**src/hac_defs.svh**
```systemverilog
// hac_defs.svh: constants for the hour/minute clock with alarm
// assumes a 100 MHz system clock and debounced single-cycle key pulses
`ifndef HAC_DEFS_SVH
`define HAC_DEFS_SVH

`define HAC_CLK_PERIOD_NS 10
`define HAC_BASE_TICK_MS 10
`define HAC_BASE_TICK_CYC ((`HAC_BASE_TICK_MS * 1000000) / `HAC_CLK_PERIOD_NS)
`define HAC_HALF_PERIOD_CS 50
`define HAC_TICK_CS_MS 10
`define HAC_HALF_TICKS (`HAC_HALF_PERIOD_CS * `HAC_TICK_CS_MS / `HAC_BASE_TICK_MS)
`define HAC_SEC_MAX 8'h3B
`define HAC_MIN_MAX 8'h3B
`define HAC_HOUR_MAX 8'h17
`define HAC_ZERO 8'h00
`define HAC_ONE 8'h01

`endif

```
**src/hac_pkg.sv**
```systemverilog
// hac_pkg.sv: shared types for the hour/minute clock with alarm
// assumes nothing beyond the defs header
package hac_pkg;
  typedef logic [7:0] hac_count_t;
  typedef enum logic [0:0] {
    HAC_WAVE_LOW = 1'b0,
    HAC_WAVE_HIGH = 1'b1
  } hac_wave_t;
endpackage

```
**src/hac_clock.sv**
```systemverilog
// hac_clock.sv: time-of-day clock with alarm, seconds/minutes/hours plus alarm time
// assumes key inputs are debounced, synchronous, one clean pulse per press
//
// Functional notes
// - hours 0..23, minutes 0..59 held
// - time key held: hour/minute keys add one
// - alarm key held: hour/minute keys step alarm
// - all time values wrap to 00
// - base tick period configurable, default 10 ms
// - chained counters modulo 60, 60, 24
// - stage at maximum clocks the next stage
// - two setting clocks from key combinations
// - alarm when hour and minute both equal
// - 1 Hz square wave, 0.50 s high
// - stages change only on rising input clock
// - hour clears at 23, clear is carry
// - max compare latched on falling input clock edge
// - setting clock ORed into increment, adds one
// - alarm counters own clocks, simple wrap
// - every stage shows byte-wide count
`timescale 1ns/1ps
`default_nettype none
`include "hac_defs.svh"

module hac_clock #(
  parameter int unsigned TICK_CYC = `HAC_BASE_TICK_CYC
) (
  // clock and reset
  input wire logic clk,
  input wire logic rst_n,
  // keys
  input wire logic key_time_set,
  input wire logic key_alarm_set,
  input wire logic key_hour,
  input wire logic key_minute,
  // time values
  output logic [7:0] sec_q,
  output logic [7:0] min_q,
  output logic [7:0] hour_q,
  output logic [7:0] alarm_min_q,
  output logic [7:0] alarm_hour_q,
  // status
  output logic wave_1hz,
  output logic alarm
);

  // ==========================================================
  // helpers
  function automatic logic at_max(input logic [7:0] v, input logic [7:0] mx);
    at_max = (v == mx);
  endfunction

  function automatic logic [7:0] step(input logic [7:0] v, input logic [7:0] mx);
    step = at_max(v, mx) ? `HAC_ZERO : v + `HAC_ONE;
  endfunction

  // ==========================================================
  // base tick divider
  logic [31:0] tick_cnt_q;
  logic base_tick;

  always_ff @(posedge clk) begin
    if (!rst_n) begin
      tick_cnt_q <= '0;
    end else if (tick_cnt_q == TICK_CYC - 1) begin
      tick_cnt_q <= '0;
    end else begin
      tick_cnt_q <= tick_cnt_q + 32'h0000_0001;
    end
  end

  assign base_tick = (tick_cnt_q == TICK_CYC - 1);

  // ==========================================================
  // 1 Hz square wave timebase
  logic [7:0] half_cnt_q;
  hac_pkg::hac_wave_t wave_q;

  always_ff @(posedge clk) begin
    if (!rst_n) begin
      half_cnt_q <= `HAC_ZERO;
      wave_q <= hac_pkg::HAC_WAVE_LOW;
    end else if (base_tick) begin
      if (half_cnt_q == 8'(`HAC_HALF_TICKS - 1)) begin
        half_cnt_q <= `HAC_ZERO;
        wave_q <= (wave_q == hac_pkg::HAC_WAVE_HIGH) ?
                  hac_pkg::HAC_WAVE_LOW : hac_pkg::HAC_WAVE_HIGH;
      end else begin
        half_cnt_q <= half_cnt_q + `HAC_ONE;
      end
    end
  end

  assign wave_1hz = (wave_q == hac_pkg::HAC_WAVE_HIGH);

  // ==========================================================
  // stage input clocks as levels, with edge detection
  logic sec_clr_q;
  logic min_clr_q;
  logic wave_d1_q;
  logic wave_rise;
  logic wave_fall;

  always_ff @(posedge clk) begin
    if (!rst_n) begin
      wave_d1_q <= 1'b0;
    end else begin
      wave_d1_q <= wave_1hz;
    end
  end

  assign wave_rise = wave_1hz & ~wave_d1_q;
  assign wave_fall = ~wave_1hz & wave_d1_q;

  // ==========================================================
  // setting clocks
  logic set_min;
  logic set_hour;
  logic al_min_clk;
  logic al_hour_clk;

  assign set_min = key_time_set & key_minute;
  assign set_hour = key_time_set & key_hour;
  assign al_min_clk = key_alarm_set & key_minute;
  assign al_hour_clk = key_alarm_set & key_hour;

  // ==========================================================
  // clear feedback, registered on the falling input edge
  always_ff @(posedge clk) begin
    if (!rst_n) begin
      sec_clr_q <= 1'b0;
    end else if (wave_fall) begin
      sec_clr_q <= at_max(sec_q, `HAC_SEC_MAX);
    end
  end

  // minute flag also follows key steps, so a key set to 59 cannot leave it stale
  always_ff @(posedge clk) begin
    if (!rst_n) begin
      min_clr_q <= 1'b0;
    end else if (set_min) begin
      min_clr_q <= at_max(step(min_q, `HAC_MIN_MAX), `HAC_MIN_MAX);
    end else if (wave_fall) begin
      min_clr_q <= at_max(min_q, `HAC_MIN_MAX);
    end
  end

  // ==========================================================
  // carries: clear condition at rising input clock is the next stage clock
  logic sec_carry;
  logic min_tick;
  logic min_carry;
  logic hour_tick;

  assign sec_carry = wave_rise & sec_clr_q & at_max(sec_q, `HAC_SEC_MAX);
  assign min_tick = sec_carry | set_min;
  assign min_carry = sec_carry & min_clr_q & at_max(min_q, `HAC_MIN_MAX);
  assign hour_tick = min_carry | set_hour;

  // ==========================================================
  // seconds stage
  always_ff @(posedge clk) begin
    if (!rst_n) begin
      sec_q <= `HAC_ZERO;
    end else if (wave_rise) begin
      if (sec_clr_q && at_max(sec_q, `HAC_SEC_MAX)) begin
        sec_q <= `HAC_ZERO;
      end else begin
        sec_q <= step(sec_q, `HAC_SEC_MAX);
      end
    end
  end

  // ==========================================================
  // minutes stage
  always_ff @(posedge clk) begin
    if (!rst_n) begin
      min_q <= `HAC_ZERO;
    end else if (min_tick) begin
      min_q <= step(min_q, `HAC_MIN_MAX);
    end
  end

  // ==========================================================
  // hours stage
  always_ff @(posedge clk) begin
    if (!rst_n) begin
      hour_q <= `HAC_ZERO;
    end else if (hour_tick) begin
      hour_q <= step(hour_q, `HAC_HOUR_MAX);
    end
  end

  // ==========================================================
  // alarm time counters
  always_ff @(posedge clk) begin
    if (!rst_n) begin
      alarm_min_q <= `HAC_ZERO;
    end else if (al_min_clk) begin
      alarm_min_q <= step(alarm_min_q, `HAC_MIN_MAX);
    end
  end

  always_ff @(posedge clk) begin
    if (!rst_n) begin
      alarm_hour_q <= `HAC_ZERO;
    end else if (al_hour_clk) begin
      alarm_hour_q <= step(alarm_hour_q, `HAC_HOUR_MAX);
    end
  end

  // ==========================================================
  // alarm compare
  always_ff @(posedge clk) begin
    if (!rst_n) begin
      alarm <= 1'b0;
    end else begin
      alarm <= (hour_q == alarm_hour_q) && (min_q == alarm_min_q);
    end
  end

endmodule

`default_nettype wire

```
**config.mk**
```make
export PLATFORM = sky130hd
export DESIGN_NAME = hac_clock
export DESIGN_NICKNAME = d
export VERILOG_FILES = /design/src/hac_pkg.sv /design/src/hac_clock.sv
export VERILOG_INCLUDE_DIRS = /design/src /design/src/src
export SDC_FILE = /design/constraint.sdc
export NUM_CORES = 1
export LEC_CHECK = 0
export BUFFER_PORTS_ARGS = -buffer_cell sky130_fd_sc_hd__buf_2
export CELL_PAD_IN_SITES_DETAIL_PLACEMENT = 1
export CELL_PAD_IN_SITES_GLOBAL_PLACEMENT = 1
export CORE_MARGIN = 2
export CORE_UTILIZATION = 40
export DETAILED_ROUTE_END_ITERATION = 12
export GPL_TIMING_DRIVEN = 1
export MAX_ROUTING_LAYER = met4
export PLACE_DENSITY = 0.75
export RECOVER_POWER = 100
export SLEW_MARGIN = 25
export SYNTH_ARGS = -nofsm -noshare
export SYNTH_HDL_FRONTEND = slang
export SYNTH_SLANG_ARGS = --single-unit
export TNS_END_PERCENT = 5
```
**constraint.sdc**
```tcl
create_clock -name clk -period 1.9 [get_ports clk]
set_input_delay 0.095 -clock clk [delete_from_list [all_inputs] [get_ports clk]]
set_output_delay 0.095 -clock clk [all_outputs]
set_load 0.02 [all_outputs]
```
### Word-level counts from Yosys, hierarchy flattened

Index checks and enable logic that the tools add are counted.
Widths: inputs -> output; s select.

* $add $sub $neg: 7
* eq/ne operators: 10
* multiplexer cells: 10
* bitwise gates (word level): 15
* reductions and logical operators: 5

Operator list (number)
* $mux 8: 7
* $add 8x1->8 const B: 6
* $eq 8x6->1 const B: 5
* $add 32x1->32 const B: 1
* $eq 32x20->1 const B: 1
* $eq 8x5->1 const B: 2
* $eq 8x8->1: 2
* $and 1x1->1: 10
* $mux 1: 3
* $not 1->1: 3
* $logic_and 1x1->1: 2
* $or 1x1->1: 2
* $reduce_and 2->1: 1
* $reduce_bool 2->1: 1
* $reduce_or 2->1: 1

* bits in registers: 85
* input port bits: 6
* logic and storage cells: 59

### Longest topological paths before layout

* depth in word-level cells: 7
* gate-level depth with buffers: 8

### Worst setup path after synthesis

No wires, ideal clock.

* kind: reg-to-reg
* start point: register sec_q[0]
* end point: register hour_q[6]
* library setup time: 0.070 ns
* data arrival time: 2.123 ns
* data required time: 1.830 ns
* slack: -0.294 ns
* stages on the path, launching flop included: 7
* buffers on the path: 0
* clock period less this slack: 2.194 ns
* cells stage by stage: dfxtp_1 > ha_1 > or4b_4 > nor3_4 > a21boi_2 > or4_1 > a21oi_1

* word-level cells in the longest chain between the ends: 5

Ends and longest elaborated chain
* from (decl): RTL line hac_clock.sv:37 `output logic [7:0] sec_q,`
* from (signal assigned): RTL line hac_clock.sv:164 `` sec_q <= `HAC_ZERO; ``
* from (signal assigned): RTL line hac_clock.sv:167 `` sec_q <= `HAC_ZERO; ``
* from (signal assigned): RTL line hac_clock.sv:169 `` sec_q <= step(sec_q, `HAC_SEC_MAX); ``
* $eq 8x6->1: RTL line hac_clock.sv:50 `at_max = (v == mx);`
* $and 1x1->1: RTL line hac_clock.sv:155 `` assign sec_carry = wave_rise & sec_clr_q & at_max(sec_q, `HAC_SEC_MAX); ``
* $and 1x1->1 (2 in a row): RTL line hac_clock.sv:157 `` assign min_carry = sec_carry & min_clr_q & at_max(min_q, `HAC_MIN_MAX); ``
* $or 1x1->1: RTL line hac_clock.sv:158 `assign hour_tick = min_carry | set_hour;`
* to (signal assigned): RTL line hac_clock.sv:188 `` hour_q <= `HAC_ZERO; ``
* to (signal assigned): RTL line hac_clock.sv:190 `` hour_q <= step(hour_q, `HAC_HOUR_MAX); ``
* to (decl): RTL line hac_clock.sv:39 `output logic [7:0] hour_q,`

Every way passes these cells.
A chain may end at the register's enable or synchronous reset.

### Final worst setup path

* start point: register sec_q[1]
* end point: register hour_q[4]

The elaborated chain is that of the path after synthesis.

==> flow_summary.ini <==
[outcome]
status = complete, but fails checks
violations = negative setup slack

[synth]
synth-edff-count = 0
postSynth.asyncResetShare = 0
avgSynthCellArea_um2 = 8.49
ys.flop_type = dfxtp_1
seq_area_frac_synth = 0.403
yosys_warnings = 0
synth_area_um2 = 4220
yosysUniqueCellTypes = 47
synth.net_count = 512
postSynthCellCount = 497
yosys_register_bits = 85

[pwr]
irDropWorstVdd_mv = 0.377
clkPwrFrac = 0.416
swShare = 0.238
power.leakage_nw = 2.03
powerDensity_nw_per_um2 = 648
internal_power_w = 0.00260
power_frac_comb = 0.052
power_frac_seq = 0.532
total_power_w = 0.00342
switchingPower_w = 0.000815

[global_routing]
grt_usage = 0.223
antenna_found_initial = 0
grt_pass1_wl_um = 19700
grt-ovfl-total = 0
grt_max_degree = 26
first_global_vias = 4011

[cts]
clk_path_buf_depth = 2
cts_sinks = 85
htree_num_levels = 3
clk_pin_slew_ns = 0.09
post-cts-setup-buffers = 0
cts_root_buf = clkbuf_8
cts_tree = done
clock_latency_ns = 0.37
numCtsBuffers = 9

[worst_setup_path]
endpoint_kind = register
ff2ff_setup_slack_ns = -0.15
r2r_cells = 6
critPathMaxStageDelay_ns = 0.49
slowest_stage = or4b_4
crit_type = register to register
start_kind = register
worst_ep_required_time_ns = 2.19
crit_buf_inv = 0
path_delay_family = simple AND/OR/NAND/NOR gates
critPathMaxFanout = 7
rr_endpoint = hour_q[4]
cp_cell_sequence = ha_4 > or4b_4 > nor3_4 > a21boi_4 > or4b_1 > a21oi_1
critPathArrivalTime_ns = 2.34
rr_startpoint = sec_q[1]

[place]
place.port_buffers = 47
dp_hpwl_um = 8880
place_congestion = 0.839
place_ws_ns = -0.158
dpl.cell_count = 727

[timing]
max_freq_mhz = 489
rsz0062_at_grt = yes
min_period_ns = 2.05
hold_violations = 0
report.final.slew_viol_count = 0
post-route-period-util = 1.08
setup_violations = 10
fin_skew_ns = 0.0136
fin_ws_ns = -0.145
relSlewSlack = 0.671
tightest_slew_ns = 0.492

[finish]
area_growth_pct = 25.0
final_cell_mix = dfxtp_1, nor2_1, buf_4
post-route-util = 0.513
insertedDiodeCount = 0
fin_nets = 617
final_common_cell = dfxtp_1
drive_gt1_frac = 0.181
final_cell_count_no_fill = 743

[run]
max_cap_violations = 0

[worst_hold_path]
hp-start = key_hour
whs_endpoint = alarm_hour_q[1]
hold_class = input pin to register
hold_path_depth = 3

[floorplan]
start_util = 0.411
core_um2 = 10300
die_w_um = 107
io_pins = 48
rows = 37
dieArea_um2 = 11400
fp.dieH_um = 107

[route]
routed_wl_um = 11800
num_vias = 3973
viasPerCell = 5.35
drt-pass1-iter-count = 4
ant_nets = 0
drc = 0
drt_iter0_drc = 128
wl_per_cell_um = 15.9
synthesized netlist by cell type, types with 2 or more instances:
master | number | share of area
nand4_1 | 15 | 0.022
or3_1 | 10 | 0.015
a21oi_1 | 20 | 0.024
or4b_1 | 2 | 0.0047
and2_1 | 9 | 0.013
mux2i_1 | 4 | 0.0095
a31oi_1 | 2 | 0.0030
o21a_1 | 4 | 0.0071
inv_1 | 10 | 0.0089
nor2b_1 | 2 | 0.0030
nor4_1 | 15 | 0.022
ha_1 | 9 | 0.027
and4_1 | 7 | 0.015
nand3b_1 | 4 | 0.0071
xor2_1 | 40 | 0.083
o21ai_0 | 12 | 0.014
o21ai_1 | 2 | 0.0024
dfxtp_1 | 85 | 0.40
clkbuf_1 | 16 | 0.014
and4b_1 | 2 | 0.0047
o31ai_1 | 4 | 0.0071
nor2_1 | 73 | 0.065
nand3_1 | 33 | 0.039
xnor2_1 | 33 | 0.069
nor3_1 | 14 | 0.017
and3_1 | 11 | 0.016
nor4_2 | 2 | 0.0059
buf_2 | 2 | 0.0024
nand2_1 | 35 | 0.031
or4_1 | 3 | 0.0053
cell type report:
class,count,area [µm²]
fillers,1304,5000
multi-input cells,382,2460
flip-flops and latches,85,1720
repair buffers,113,672
well taps,136,170
clock buffers,12,135
clock inverters,4,73.8
inverters,11,41.3
sequential cells by signal, indices dropped and copies added (netlist names):
| register | cells |
|---|---|
| tick_cnt_q | 32 |
| alarm_hour_q | 8 |
| alarm_min_q | 8 |
| half_cnt_q | 8 |
| hour_q | 8 |
| min_q | 8 |
| sec_q | 8 |
| alarm | 1 |
| min_clr_q | 1 |
| sec_clr_q | 1 |
| wave_1hz | 1 |
| wave_d1_q | 1 |
kinds of logic (layout without fill, tap and decap cells):
family / after synthesis / count (layout) / share of synthesized area
multiplexers: 5 / 5 / 0.0122
flip-flops: 85 / 85 / 0.403
AO/OA/AOI/OAI: 48 / 48 / 0.0661
AND/OR/NAND/NOR: 247 / 247 / 0.313
buffers and inverters: 30 / 140 / 0.0276
XOR/XNOR: 73 / 73 / 0.152
adder cells (fa/ha/maj): 9 / 9 / 0.0267
power by group through the flow:
stage / clock network, W / registers [W] / logic (W)
2_1_floorplan: 0 / 0.00188 / 0.0000848
3_3_place_gp: 0 / 0.00186 / 0.000177
3_5_place_dp: 0 / 0.00186 / 0.000182
4_1_cts: 0.00145 / 0.00182 / 0.000184
5_1_grt: 0.00153 / 0.00182 / 0.000196
6_report: 0.00142 / 0.00182 / 0.000177
worst reg2reg max path: cells and delay by family (launching register included):
| kind | cells | cell delay (ns) |
|---|---|---|
| AND/OR/NAND/NOR | 3 | 1.21 |
| flip-flops | 1 | 0.37 |
| AO/OA/AOI/OAI | 2 | 0.26 |
| adder cells (fa/ha/maj) | 1 | 0.13 |
how the worst max path moves through the flow:
stage                              start        end  slack (ns)  depth (start not counted)
after floorplan                 sec_q[1]  hour_q[4]       -0.07                          6
after global placement          sec_q[1]  hour_q[4]       -0.07                          6
after detailed placement  tick_cnt_q[26]   wave_1hz       -0.16                          6
after CTS                       sec_q[1]  hour_q[4]       -0.16                          6
after global routing            sec_q[1]  hour_q[4]       -0.25                          6
final                           sec_q[1]  hour_q[4]       -0.15                          6
routing by layer:
metal / wire (µm) / vias to the layer above / GRT usage
met1: 5400 / 1950 / 0.274
li1: - / 1941 / -
met3: 317 / 25 / 0.0407
met5: 0 / - / -
met4: 246 / 0 / 0.0844
met2: 5830 / 57 / 0.365
metrics by stage:
step	setup TNS (ns)	hold slack, ns	cell area, µm²
CTS	-0.680	0.0205	5310
global placement	-0.250	0.413	5070
finish	-0.637	0.0450	5280
floorplan	-0.223	0.255	4250
global route	-2.55	0.0267	5280
detailed placement	-1.29	0.422	5070
what timing repair did:
item | 4_1_cts | 5_1_grt
pin swaps | 14 | 2
hold buffers | 0 | 0
resized for setup | 10 | 5
endpoints found under the setup margin | 19 | 27
No activity file was read; power rests on OpenSTA's default activity.
